===== src/rtl/epp_pkg.sv =====
// Package of timing constants and types for the fast byte programmer
`default_nettype none
package epp_pkg;
    // ==========================================================
    // Clock and timing figures
    localparam int unsigned CLK_NS       = 40;      // 25 MHz clock period
    localparam int unsigned SETUP_NS     = 2000;    // Address, data, CE, OE, supply setup and data hold
    localparam int unsigned OE_VALID_NS  = 150;     // Data valid after output enable low
    localparam int unsigned FLOAT_NS     = 130;     // output_float_delay after output enable high
    localparam int unsigned PULSE_NS     = 1000000; // Initial program pulse, 1 ms
    localparam int unsigned SETUP_CYC    = (SETUP_NS + CLK_NS - 1) / CLK_NS;
    localparam int unsigned OE_VALID_CYC = (OE_VALID_NS + CLK_NS - 1) / CLK_NS;
    localparam int unsigned FLOAT_CYC    = (FLOAT_NS + CLK_NS - 1) / CLK_NS;
    localparam int unsigned PULSE_CYC_DOC = (PULSE_NS + CLK_NS - 1) / CLK_NS;
    localparam int unsigned SYNC_CYC     = 3;       // Latency of the three-stage input synchroniser
    localparam int unsigned READ_CYC     = OE_VALID_CYC + SYNC_CYC;
    // ==========================================================
    // Algorithm constants
    localparam int unsigned MAX_PULSES   = 25;      // Limit of 1 ms pulses per byte
    localparam int unsigned OVER_MULT    = 3;       // Overprogram units per 1 ms pulse used
    localparam int unsigned TMR_W        = 22;      // Timer width, holds 1 ms at 25 MHz
    localparam int unsigned PCNT_W       = 5;
    localparam int unsigned OCNT_W       = 7;       // Holds 75 overprogram units
    localparam int unsigned ADDR_W       = 14;
    localparam int unsigned DATA_W       = 8;
    // ==========================================================
    // Controller states
    typedef enum logic [4:0] {
        ST_IDLE, ST_VCCUP, ST_VPPUP, ST_FETCH, ST_SETUP, ST_PULSE, ST_HOLD, ST_RELEASE,
        ST_VERIFY, ST_FLOAT, ST_OVER, ST_NEXT, ST_VPPDN, ST_VCCDN, ST_RFETCH, ST_RREAD,
        ST_RFLOAT, ST_IDSET, ST_IDREAD, ST_FINISH
    } epp_state_t;
endpackage
`default_nettype wire


===== src/rtl/epp_tmr_if.sv =====
// Interface between the sequencer and its cycle timer
`timescale 1ns/100ps
`default_nettype none
interface epp_tmr_if;
    import epp_pkg::*;
    logic             load;     // Start a new interval
    logic [TMR_W-1:0] loadVal;  // Interval length in cycles, at least one
    logic             expired;  // Interval has run out
    modport ctrl  (output load, output loadVal, input expired);
    modport timer (input load, input loadVal, output expired);
endinterface
`default_nettype wire


===== src/rtl/epp_timer.sv =====
// Down-counting interval timer for the programmer sequencer
`timescale 1ns/100ps
`default_nettype none
module epp_timer
    import epp_pkg::*;
(
    input  wire logic clock,    // 25 MHz clock
    input  wire logic reset_n,  // Synchronous reset, active low
    epp_tmr_if.timer  tmr       // Load and expiry handshake
);
    typedef struct packed {
        logic [TMR_W-1:0] cnt;
    } epp_tmr_state_t;

    epp_tmr_state_t s_r;
    epp_tmr_state_t s_nxt;

    // ==========================================================
    // Count down; a load restarts the interval
    always_comb
    begin
        s_nxt = s_r;
        if (tmr.load)
            s_nxt.cnt = tmr.loadVal;
        else if (s_r.cnt != '0)
            s_nxt.cnt = s_r.cnt - 1'b1;
    end

    // Pure register decode: the sequencer's load depends on it, so a mask would close a loop
    assign tmr.expired = (s_r.cnt == '0);

    always_ff @(posedge clock)
    begin
        if (!reset_n)
            s_r <= '0;
        else
            s_r <= s_nxt;
    end
endmodule
`default_nettype wire


===== src/rtl/epp_programmer.sv =====
// Fast byte programmer and identification reader for a 16K x 8 UV EPROM
`timescale 1ns/100ps
`default_nettype none
module epp_programmer
    import epp_pkg::*;
#(
    parameter int unsigned PULSE_CYC = PULSE_CYC_DOC  // 1 ms in clock cycles
)
(
    input  wire logic              clock,           // 25 MHz clock
    input  wire logic              reset_n,         // Synchronous reset, active low
    input  wire logic              start,           // Pulse: begin a run
    input  wire logic              identify,        // Level at start: read id codes instead
    input  wire logic [ADDR_W-1:0] firstAddr,       // First address to program
    input  wire logic [ADDR_W-1:0] lastAddr,        // Last address to program
    output logic                   imgReq,          // Asks for the image byte at imgAddr
    output logic [ADDR_W-1:0]      imgAddr,         // Image address requested
    input  wire logic [DATA_W-1:0] imgData,         // Image byte
    input  wire logic              imgValid,        // Image byte present
    output logic                   busy,            // Run in progress
    output logic                   done,            // Pulse: run finished
    output logic                   failed,          // Device failed program or compare
    output logic [ADDR_W-1:0]      failAddr,        // First failing address
    output logic [DATA_W-1:0]      mfrCode,         // Manufacturer byte read
    output logic [DATA_W-1:0]      devCode,         // Device type byte read
    output logic [ADDR_W-1:1]      romAddrUpper,    // Address pins above bit 0
    output logic                   idByteSelect,    // Address bit 0
    output logic [DATA_W-1:0]      romDataOut,      // Data pins, driven value
    output logic                   romDataOutEn_n,  // Data pin enable, low drives
    input  wire logic [DATA_W-1:0] romDataIn,       // Data pins, sensed value
    output logic                   chipEnable_n,    // Chip enable
    output logic                   outputEnable_n,  // Output enable
    output logic                   program_strobe_n,// Program strobe
    output logic                   vppOn,           // Programming supply applied
    output logic                   vccProgLevel,    // Core supply at programming level
    output logic                   idVoltageOn      // High voltage on id address pin
);
    typedef struct packed {
        epp_state_t        st;
        logic [ADDR_W-1:0] addr;
        logic [DATA_W-1:0] data;
        logic [PCNT_W-1:0] pulses;
        logic [OCNT_W-1:0] overLeft;
        logic              overMode;
        logic              verOk;
        logic [DATA_W-1:0] sync1;
        logic [DATA_W-1:0] sync2;
        logic [DATA_W-1:0] sync3;
        logic              done;
        logic              failed;
        logic [ADDR_W-1:0] failAddr;
        logic [DATA_W-1:0] mfr;
        logic [DATA_W-1:0] dev;
        logic [DATA_W-1:0] dOut;
        logic              dOutEn_n;
        logic              ce_n;
        logic              oe_n;
        logic              stb_n;
        logic              vpp;
        logic              vcc;
        logic              idv;
    } epp_ctl_state_t;

    epp_ctl_state_t s_r;
    epp_ctl_state_t s_nxt;
    epp_tmr_if      tmr ();

    localparam logic [TMR_W-1:0] T_SETUP = TMR_W'(SETUP_CYC);
    localparam logic [TMR_W-1:0] T_READ  = TMR_W'(READ_CYC);
    localparam logic [TMR_W-1:0] T_FLOAT = TMR_W'(FLOAT_CYC);
    localparam logic [TMR_W-1:0] T_PULSE = TMR_W'(PULSE_CYC);

    // Sensed byte counts only once the last two stages agree
    function automatic logic settled(input logic [DATA_W-1:0] a, input logic [DATA_W-1:0] b);
        return a == b;
    endfunction

    // ==========================================================
    // Interval timer
    epp_timer u_timer (
        .clock   (clock),
        .reset_n (reset_n),
        .tmr     (tmr)
    );

    // ==========================================================
    // Sequencer
    always_comb
    begin
        s_nxt       = s_r;
        tmr.load    = 1'b0;
        tmr.loadVal = T_SETUP;
        s_nxt.done  = 1'b0;
        s_nxt.sync1 = romDataIn;
        s_nxt.sync2 = s_r.sync1;
        s_nxt.sync3 = s_r.sync2;
        unique case (s_r.st)
            ST_IDLE:
            begin
                if (start)
                begin
                    s_nxt.failed   = 1'b0;
                    s_nxt.failAddr = '0;
                    s_nxt.ce_n     = 1'b0;
                    tmr.load       = 1'b1;
                    if (identify)
                    begin
                        s_nxt.addr = '0;
                        s_nxt.idv  = 1'b1;
                        s_nxt.st   = ST_IDSET;
                    end
                    else
                    begin
                        s_nxt.addr = firstAddr;
                        s_nxt.vcc  = 1'b1;                  // Core supply before Vpp
                        s_nxt.st   = ST_VCCUP;
                    end
                end
            end
            ST_VCCUP:
            begin
                if (tmr.expired)
                begin
                    s_nxt.vpp = 1'b1;
                    tmr.load  = 1'b1;
                    s_nxt.st  = ST_VPPUP;
                end
            end
            ST_VPPUP:
            begin
                if (tmr.expired)
                    s_nxt.st = ST_FETCH;
            end
            ST_FETCH:
            begin
                if (imgValid)
                begin
                    s_nxt.data     = imgData;
                    s_nxt.dOut     = imgData;
                    s_nxt.dOutEn_n = 1'b0;
                    s_nxt.pulses   = '0;
                    s_nxt.overMode = 1'b0;
                    tmr.load       = 1'b1;
                    s_nxt.st       = ST_SETUP;
                end
            end
            ST_SETUP:
            begin
                // Data, address, CE low and OE high all settled before the strobe
                if (tmr.expired)
                begin
                    s_nxt.stb_n = 1'b0;
                    tmr.load    = 1'b1;
                    tmr.loadVal = T_PULSE;
                    if (s_r.overMode)
                        s_nxt.st = ST_OVER;
                    else
                    begin
                        s_nxt.pulses = s_r.pulses + 1'b1;
                        s_nxt.st     = ST_PULSE;
                    end
                end
            end
            ST_PULSE:
            begin
                if (tmr.expired)
                begin
                    s_nxt.stb_n = 1'b1;
                    tmr.load    = 1'b1;
                    s_nxt.st    = ST_HOLD;
                end
            end
            ST_HOLD:
            begin
                // Data hold after the strobe rises, then let go of the bus
                if (tmr.expired)
                begin
                    s_nxt.dOutEn_n = 1'b1;
                    tmr.load       = 1'b1;
                    s_nxt.st       = ST_RELEASE;
                end
            end
            ST_RELEASE:
            begin
                if (tmr.expired)
                begin
                    s_nxt.oe_n  = 1'b0;
                    tmr.load    = 1'b1;
                    tmr.loadVal = T_READ;
                    s_nxt.st    = ST_VERIFY;
                end
            end
            ST_VERIFY:
            begin
                if (tmr.expired && settled(s_r.sync2, s_r.sync3))
                begin
                    s_nxt.verOk = (s_r.sync3 == s_r.data);
                    s_nxt.oe_n  = 1'b1;
                    tmr.load    = 1'b1;
                    tmr.loadVal = T_FLOAT;
                    s_nxt.st    = ST_FLOAT;
                end
            end
            ST_FLOAT:
            begin
                if (tmr.expired)
                begin
                    if (s_r.verOk)
                    begin
                        // Three units per pulse used: 3 ms after one, 75 ms after 25
                        s_nxt.overLeft = OCNT_W'(OVER_MULT * s_r.pulses);
                        s_nxt.overMode = 1'b1;
                        s_nxt.dOutEn_n = 1'b0;
                        tmr.load       = 1'b1;
                        s_nxt.st       = ST_SETUP;
                    end
                    else if (s_r.pulses == PCNT_W'(MAX_PULSES))
                    begin
                        s_nxt.failed   = 1'b1;
                        s_nxt.failAddr = s_r.addr;
                        s_nxt.st       = ST_FINISH;
                    end
                    else
                    begin
                        s_nxt.dOutEn_n = 1'b0;
                        tmr.load       = 1'b1;
                        s_nxt.st       = ST_SETUP;
                    end
                end
            end
            ST_OVER:
            begin
                // Strobe stays low across the whole overprogram run of units
                if (tmr.expired)
                begin
                    tmr.load = 1'b1;
                    if (s_r.overLeft > OCNT_W'(1))
                    begin
                        s_nxt.overLeft = s_r.overLeft - 1'b1;
                        tmr.loadVal    = T_PULSE;
                    end
                    else
                    begin
                        s_nxt.stb_n = 1'b1;
                        s_nxt.st    = ST_NEXT;
                    end
                end
            end
            ST_NEXT:
            begin
                if (tmr.expired)
                begin
                    s_nxt.dOutEn_n = 1'b1;
                    tmr.load       = 1'b1;
                    if (s_r.addr == lastAddr)
                    begin
                        s_nxt.vpp = 1'b0;
                        s_nxt.st  = ST_VPPDN;
                    end
                    else
                    begin
                        s_nxt.addr = s_r.addr + 1'b1;
                        s_nxt.st   = ST_VPPUP;              // Setup gap before next fetch
                    end
                end
            end
            ST_VPPDN:
            begin
                // Vpp is removed before the core supply returns to normal
                if (tmr.expired)
                begin
                    s_nxt.vcc = 1'b0;
                    tmr.load  = 1'b1;
                    s_nxt.st  = ST_VCCDN;
                end
            end
            ST_VCCDN:
            begin
                if (tmr.expired)
                begin
                    s_nxt.addr = firstAddr;
                    s_nxt.st   = ST_RFETCH;
                end
            end
            ST_RFETCH:
            begin
                if (imgValid)
                begin
                    s_nxt.data  = imgData;
                    s_nxt.oe_n  = 1'b0;
                    tmr.load    = 1'b1;
                    tmr.loadVal = T_READ;
                    s_nxt.st    = ST_RREAD;
                end
            end
            ST_RREAD:
            begin
                if (tmr.expired && settled(s_r.sync2, s_r.sync3))
                begin
                    if (s_r.sync3 != s_r.data && !s_r.failed)
                    begin
                        s_nxt.failed   = 1'b1;
                        s_nxt.failAddr = s_r.addr;
                    end
                    s_nxt.oe_n  = 1'b1;
                    tmr.load    = 1'b1;
                    tmr.loadVal = T_FLOAT;
                    s_nxt.st    = ST_RFLOAT;
                end
            end
            ST_RFLOAT:
            begin
                if (tmr.expired)
                begin
                    if (s_r.addr == lastAddr)
                        s_nxt.st = ST_FINISH;
                    else
                    begin
                        s_nxt.addr = s_r.addr + 1'b1;
                        s_nxt.st   = ST_RFETCH;
                    end
                end
            end
            ST_IDSET:
            begin
                if (tmr.expired)
                begin
                    s_nxt.oe_n  = 1'b0;
                    tmr.load    = 1'b1;
                    tmr.loadVal = T_READ;
                    s_nxt.st    = ST_IDREAD;
                end
            end
            ST_IDREAD:
            begin
                if (tmr.expired && settled(s_r.sync2, s_r.sync3))
                begin
                    s_nxt.oe_n = 1'b1;
                    tmr.load   = 1'b1;
                    if (!s_r.addr[0])
                    begin
                        s_nxt.mfr     = s_r.sync3;
                        s_nxt.addr[0] = 1'b1;
                        s_nxt.st      = ST_IDSET;
                    end
                    else
                    begin
                        s_nxt.dev = s_r.sync3;
                        s_nxt.st  = ST_FINISH;
                    end
                end
            end
            ST_FINISH:
            begin
                // All supplies and enables back to the idle state
                s_nxt.ce_n     = 1'b1;
                s_nxt.oe_n     = 1'b1;
                s_nxt.stb_n    = 1'b1;
                s_nxt.dOutEn_n = 1'b1;
                s_nxt.vpp      = 1'b0;
                s_nxt.vcc      = 1'b0;
                s_nxt.idv      = 1'b0;
                s_nxt.addr     = '0;
                s_nxt.done     = 1'b1;
                s_nxt.st       = ST_IDLE;
            end
        endcase
    end

    // ==========================================================
    // State register
    always_ff @(posedge clock)
    begin
        if (!reset_n)
        begin
            s_r          <= '0;
            s_r.st       <= ST_IDLE;
            s_r.ce_n     <= 1'b1;
            s_r.oe_n     <= 1'b1;
            s_r.stb_n    <= 1'b1;
            s_r.dOutEn_n <= 1'b1;
        end
        else
            s_r <= s_nxt;
    end

    // ==========================================================
    // Outputs
    assign imgReq           = (s_r.st == ST_FETCH) || (s_r.st == ST_RFETCH);
    assign imgAddr          = s_r.addr;
    assign busy             = (s_r.st != ST_IDLE);
    assign done             = s_r.done;
    assign failed           = s_r.failed;
    assign failAddr         = s_r.failAddr;
    assign mfrCode          = s_r.mfr;
    assign devCode          = s_r.dev;
    assign romAddrUpper     = s_r.addr[ADDR_W-1:1];
    assign idByteSelect     = s_r.addr[0];
    assign romDataOut       = s_r.dOut;
    assign romDataOutEn_n   = s_r.dOutEn_n;
    assign chipEnable_n     = s_r.ce_n;
    assign outputEnable_n   = s_r.oe_n;
    assign program_strobe_n = s_r.stb_n;
    assign vppOn            = s_r.vpp;
    assign vccProgLevel     = s_r.vcc;
    assign idVoltageOn      = s_r.idv;
endmodule
`default_nettype wire


===== config.mk =====
export PLATFORM = sky130hd
export DESIGN_NAME = epp_programmer
export DESIGN_NICKNAME = d
export VERILOG_FILES = /design/src/rtl/epp_pkg.sv /design/src/rtl/epp_tmr_if.sv /design/src/rtl/epp_timer.sv /design/src/rtl/epp_programmer.sv
export SDC_FILE = /design/constraint.sdc
export NUM_CORES = 1
export LEC_CHECK = 0
export BUFFER_PORTS_ARGS = -buffer_cell sky130_fd_sc_hd__buf_2
export CORE_AREA = 3 3 121 123
export DETAILED_ROUTE_END_ITERATION = 7
export DIE_AREA = 0 0 124 126
export PLACE_DENSITY = 0.79
export SYNTH_ARGS = -nofsm -noshare
export SYNTH_HDL_FRONTEND = slang
export SYNTH_SLANG_ARGS = --single-unit

===== constraint.sdc =====
create_clock -name clock -period 3.2 [get_ports clock]
set_input_delay 0.32 -clock clock [delete_from_list [all_inputs] [get_ports clock]]
set_output_delay 0.32 -clock clock [all_outputs]
set_load 0.02 [all_outputs]

* Yosys cells after proc, flatten, opt, wreduce, memory -nomap -nowiden
Cells that the tools add are included.
** Storage, ports and cells
- Bits of input ports :: 49
- Flip-flop bits (word level) :: 134
- Word-level logic and storage cells :: 227
- Output and inout bits :: 77
** Cells by class
- Equality and inequality tests :: 57
- $mul :: 1
- Reductions and logical operators :: 47
- Bitwise logic cells :: 1
- Add/subtract/negate cells :: 4
- Muxes and demuxes :: 91
- Order comparisons :: 1
** Operators by type and width (count)
- $mux 15 :: 9
- $mux 5 :: 21
- $pmux 5 s20 :: 1
- $mux 19 :: 5
- $pmux 15 s5 :: 1
- $pmux 13 s5 :: 1
- $ne 2x2->1 const B :: 29
- $pmux 15 s3 :: 1
- $mux 22 :: 2
- $eq 5x4->1 const B :: 8
- $eq 5x5->1 const B :: 5
- $mux 8 :: 3
- $mux 1 :: 23
- $logic_not 22->1 :: 1
- $reduce_bool 22->1 :: 1
- $sub 22x1->22 const B :: 1
- $eq 5x3->1 const B :: 4
- $reduce_and 20->1 :: 1
- $reduce_and 4->1 :: 5
- $reduce_and 5->1 :: 4
- $mux 6 :: 3
- $eq 8x8->1 :: 2
- $pmux 8 s2 :: 1
- $add 14x1->14 const B :: 1
- other kinds (39) :: 69

* Logic depth before layout (Yosys ltp)
- Depth in word-level cells :: 6
- Gate-level depth with buffers :: 10
- Mapped depth without buffers :: 9

* By module
Synthesis repeated with hierarchy kept, for this count alone.
** Unflattened totals
- Cell total of the unflattened synthesis :: 961
- Area total of the unflattened synthesis :: 7878.8 sq um
** By module, submodules not included
- epp_programmer :: cells an instance 822, area an instance 6652.6 sq um, instances 1, seq. area each 2242.2 sq um
- epp_timer :: cells an instance 139, area an instance 1226.2 sq um, instances 1, seq. area each 440.4 sq um

* Worst setup path before layout
Ideal clock, no wire load.
- Path kind :: register to register
- From :: register s_r[53] in the netlist's numbering
- To :: register s_r (netlist bit failAddr[7])
- Stages on the path, launching flop included :: 9
- Period minus slack after synthesis :: 2.584 ns
- Path buffers :: 2
- Setup slack :: 0.616 ns
- Library setup time :: 0.072 ns
- Arrival :: 2.513 ns
- Required time :: 3.128 ns
- Cell sequence :: dfxtp_1 xnor2_1 nand4_1 or2_2 buf_2 or4_4 a2111oi_4 buf_6 mux2i_1
** Between the ends
- Cells in the longest elaborated chain, start to end :: 4
- Elaborated cells between the ends (all ways) :: 7
- Classes of those cells :: eq/ne (4); reduce/logical (3)
** Ends and longest elaborated chain
- start, declared :: RTL line epp_programmer.sv:64 : epp_ctl_state_t s_r;
- start signal, assigned :: RTL line epp_programmer.sv:384 : s_r <= s_nxt;
- $ne 8x8->1 or $eq 8x8->1 (tied branches) :: RTL line epp_programmer.sv:300, epp_programmer.sv:75
- $logic_and 1x1->1, on equally long branches :: RTL line epp_programmer.sv:300, epp_programmer.sv:298
- $ne 2x2->1 (no line)
- $reduce_and 7->1 (no line) (*)
Mark *: on every way between the ends. The rest lies on a longest branch, timed or not.
A chain may end at the register's enable or synchronous reset.

* Worst setup path after layout
- From :: register u_timer.s_r[0] in the netlist's numbering
- To :: register s_r (netlist bit failAddr[8])
** Between the ends
- Cells in the longest elaborated chain, start to end :: 4
- Elaborated cells between the ends (all ways) :: 5
- Classes of those cells :: eq/ne (2); reduce/logical (3)
** Ends and longest elaborated chain
- start, declared :: RTL line epp_timer.sv:15 : epp_tmr_state_t s_r;
- start signal, assigned :: RTL line epp_timer.sv:37 : s_r <= s_nxt;
- $logic_not 22->1 (*) :: RTL line epp_timer.sv:30 : assign tmr.expired = (s_r.cnt == '0);
- $logic_and 1x1->1 :: RTL line epp_programmer.sv:298 : if (tmr.expired && settled(s_r.sync2, s_r.sync3))
- $ne 2x2->1 (no line)
- $reduce_and 7->1 (no line) (*)
Marks and branches as above.

==> results.cfg <==
[floorplan]
ios = 126
die_width_microns = 124
rows = 43
die-area_sq_um = 15600
die-height_microns = 126
start_util_pct = 55.8
core_sq_um = 13800

[sta]
period_needed_ns = 2.78
fin_skew_ns = 0.00707
holdWs_ns = 0.0953
fmax_ghz = 0.360
rsz0062_at_grt = no
worst_pin_slew_ns = 0.962
worst_slack_ns = 0.424
drv_slew = 0
period_share_pct = 86.7
finalSetupTns_ns = 0
finalHoldViolations = 0
finalSetupViolCount = 0
slew_headroom_pct = 35.8

[pwr]
leakagePower_uw = 0.00361
p_comb_share_pct = 43.6
power_density_nw_per_um2 = 852
p_seq_share_pct = 30.7
switchingPower_uw = 3140
switching_share_pct = 42.3
intPower_uw = 4280
ir_worst_vdd_mv = 0.525
clkPwrFrac_pct = 25.8

[synthesis]
yosysTopAreaCellShare_pct = 34.9
syn_nets = 1010
synth-edff-count = 0
ys_warn_count = 0
ys.flop_type = dfxtp_1
yosys-top-cells-area = dfxtp_1 (35%), buf_4 (6.3%), nand2_1 (5.8%), mux2i_1 (5.5%), nor2_1 (4.3%)
synthArstFlopShare_pct = 0
synthDistinctLibCells = 78
ys_ff_latch = 134
synth_seq_area_share_pct = 34.9
synth_area_leader_cell = dfxtp_1
synthCells = 947
netlist_area_sq_um = 7690
syn_avg_cell_area_sq_um = 8.12

[detailed_routing]
dr.pass1.iters = 6
drtAntennaViolNets = 0
drt_iter0_drc = 724
vias = 7000
drc = 0
wl_per_cell_microns = 16.7
wl_microns = 20100
vias_per_cell = 5.82

[worst_setup_path]
worstSetupStartpointType = register
crit_chain = inv_1, ha_1, nor2b_1, and4b_4, nand2_4, or4_4, a2111oi_4, buf_4, mux2i_1
crit_required_ns = 3.55
cp_top_family = simple AND/OR/NAND/NOR gates
rrSetupSlack_ns = 0.42
critical_path_arrival_ns = 3.13
endpoint_kind = register
cp_max_fo = 24
crit_type = register to register
worstPathBufferInverterCount = 2
r2r_cells = 9
critPathMaxStageDelay_ns = 0.57
cp_slowest_cell = or4_4
r2r_start = u_timer.s_r[0]
r2r-end = failAddr[8]

[global_route]
grt-ovfl-total = 0
antenna_found_initial = 0
grt.total_usage_pct = 26.3
grt_pass1_vias = 6500
grt_pass1_wl_microns = 32800
grt_max_degree = 64

[run]
drv_cap = 0

[placement]
placed_cell_area_sq_um = 8120
port_buffers = 125
gp_congestion = 0.996
place_ws_ns = 0.460
dpl.hpwl_microns = 14000

[layout]
area_growth_pct = 13.2
fin_nets = 1072
design_area_sq_um = 8700
n_antenna_cell = 0
drive_gt1_share_pct = 20.7
post-route-util_pct = 63.2

[clock_tree]
cts_setup_buffers = 0
clockRootBuffer = clkbuf_16
cts-hold-fix-buffers = 0
cts_buffers = 17
clock_latency_ns = 0.43
cts.sinks = 134
h-tree-depth = 4
path_clk_slew_ns = 0.06
cts_buffer_depth = 2
cts_repair_resize_count = 0
cts_tree = yes

[hold_path]
hp-start = romDataIn[5]
hp-class = input pin to register
min_to = s_nxt[60]
min_path_cells = 2

[status]
status = finished clean
state kept, by name (all words and copies together), names as in the netlist:
name              flops
outputEnable_n        1
vppOn                 1
s_r                  35
devCode               8
vccProgLevel          1
failed                1
romDataOut            8
chipEnable_n          1
s_nxt                16
imgAddr              14
idVoltageOn           1
mfrCode               8
u_timer.s_r          22
done                  1
failAddr             14
romDataOutEn_n        1
program_strobe_n      1
cells in the final DEF, fill, tap and decap left out, types with 17 or more instances in the layout:
| master | count |
|---|---|
| a21oi_1 | 57 |
| and2_1 | 24 |
| buf_2 | 125 |
| buf_4 | 32 |
| clkbuf_16 | 17 |
| dfxtp_1 | 134 |
| inv_1 | 23 |
| mux2i_1 | 42 |
| nand2_1 | 119 |
| nand3_1 | 25 |
| nor2_1 | 88 |
| nor3_1 | 29 |
| o21ai_0 | 38 |
| xnor2_1 | 31 |
| xor2_1 | 25 |
cells by family after synthesis:
| group | share of synthesized area, % |
|---|---|
| multiplexers | 5.47 |
| buffers and inverters | 10.1 |
| XOR/XNOR | 6.38 |
| flip-flops | 34.9 |
| adder cells (fa/ha/maj) | 2.38 |
| AO/OA/AOI/OAI | 16.7 |
| AND/OR/NAND/NOR | 24.1 |
stage by stage:
stage	total power [uW]	instances
4_1_cts	7350	1202
5_1_grt	7820	1202
6_report	7410	1202
3_5_place_dp	5410	1170
2_1_floorplan	4650	947
3_3_place_gp	5380	1170
layout make-up:
type	count	area (sq um)
clock buffers	19	443
clock inverters	13	138
fillers	1203	5070
inverters	25	93.8
multi-input cells	673	4230
flip-flops and latches	134	2680
well taps	180	225
repair buffers	158	886
layer usage:
metal	vias to the layer above	GRT usage, %	part of all wire [%]
met4	0	8.96	2.4
met3	51	5.52	7.1
li1	3401	-	-
met5	-	0	0
met1	3258	37.0	44
met2	290	39.9	47
worst max-delay path by stage:
stage,from,endpoint,slack (ns),depth (start not counted)
after floorplan,s_r[53],failAddr[7],0.62,8
after global placement,u_timer.s_r[2],failAddr[10],0.52,7
after detailed placement,u_timer.s_r[2],failAddr[8],0.46,7
after CTS,u_timer.s_r[2],failAddr[8],0.45,7
after global routing,u_timer.s_r[0],failAddr[1],0.26,9
final,u_timer.s_r[0],failAddr[8],0.42,9
power by group through the flow:
stage / Sequential (uW) / Clock, uW / Combinational [uW]
after floorplan: 2180 / 0 / 2470
after global placement: 2280 / 0 / 3090
after detailed placement: 2300 / 0 / 3110
after CTS: 2260 / 1930 / 3160
after global routing: 2310 / 2010 / 3500
final: 2270 / 1910 / 3230
synthesized netlist by cell type, types with 6 or more instances:
master,instances
and2_1,24
xor2_1,25
a31oi_1,7
nor4_1,7
mux2i_1,42
or3_1,8
ha_1,13
inv_1,23
xnor2_1,31
nor3_1,29
o211ai_1,13
o21ai_0,38
nand4_1,12
nand2_1,119
buf_4,65
nand3_1,25
nand2b_1,7
a221oi_1,8
dfxtp_1,134
a21oi_1,57
and3_1,6
clkbuf_1,44
nor2b_1,8
nor2_1,88
a211oi_1,9
Note: power is estimated with default switching activity, not from simulation.
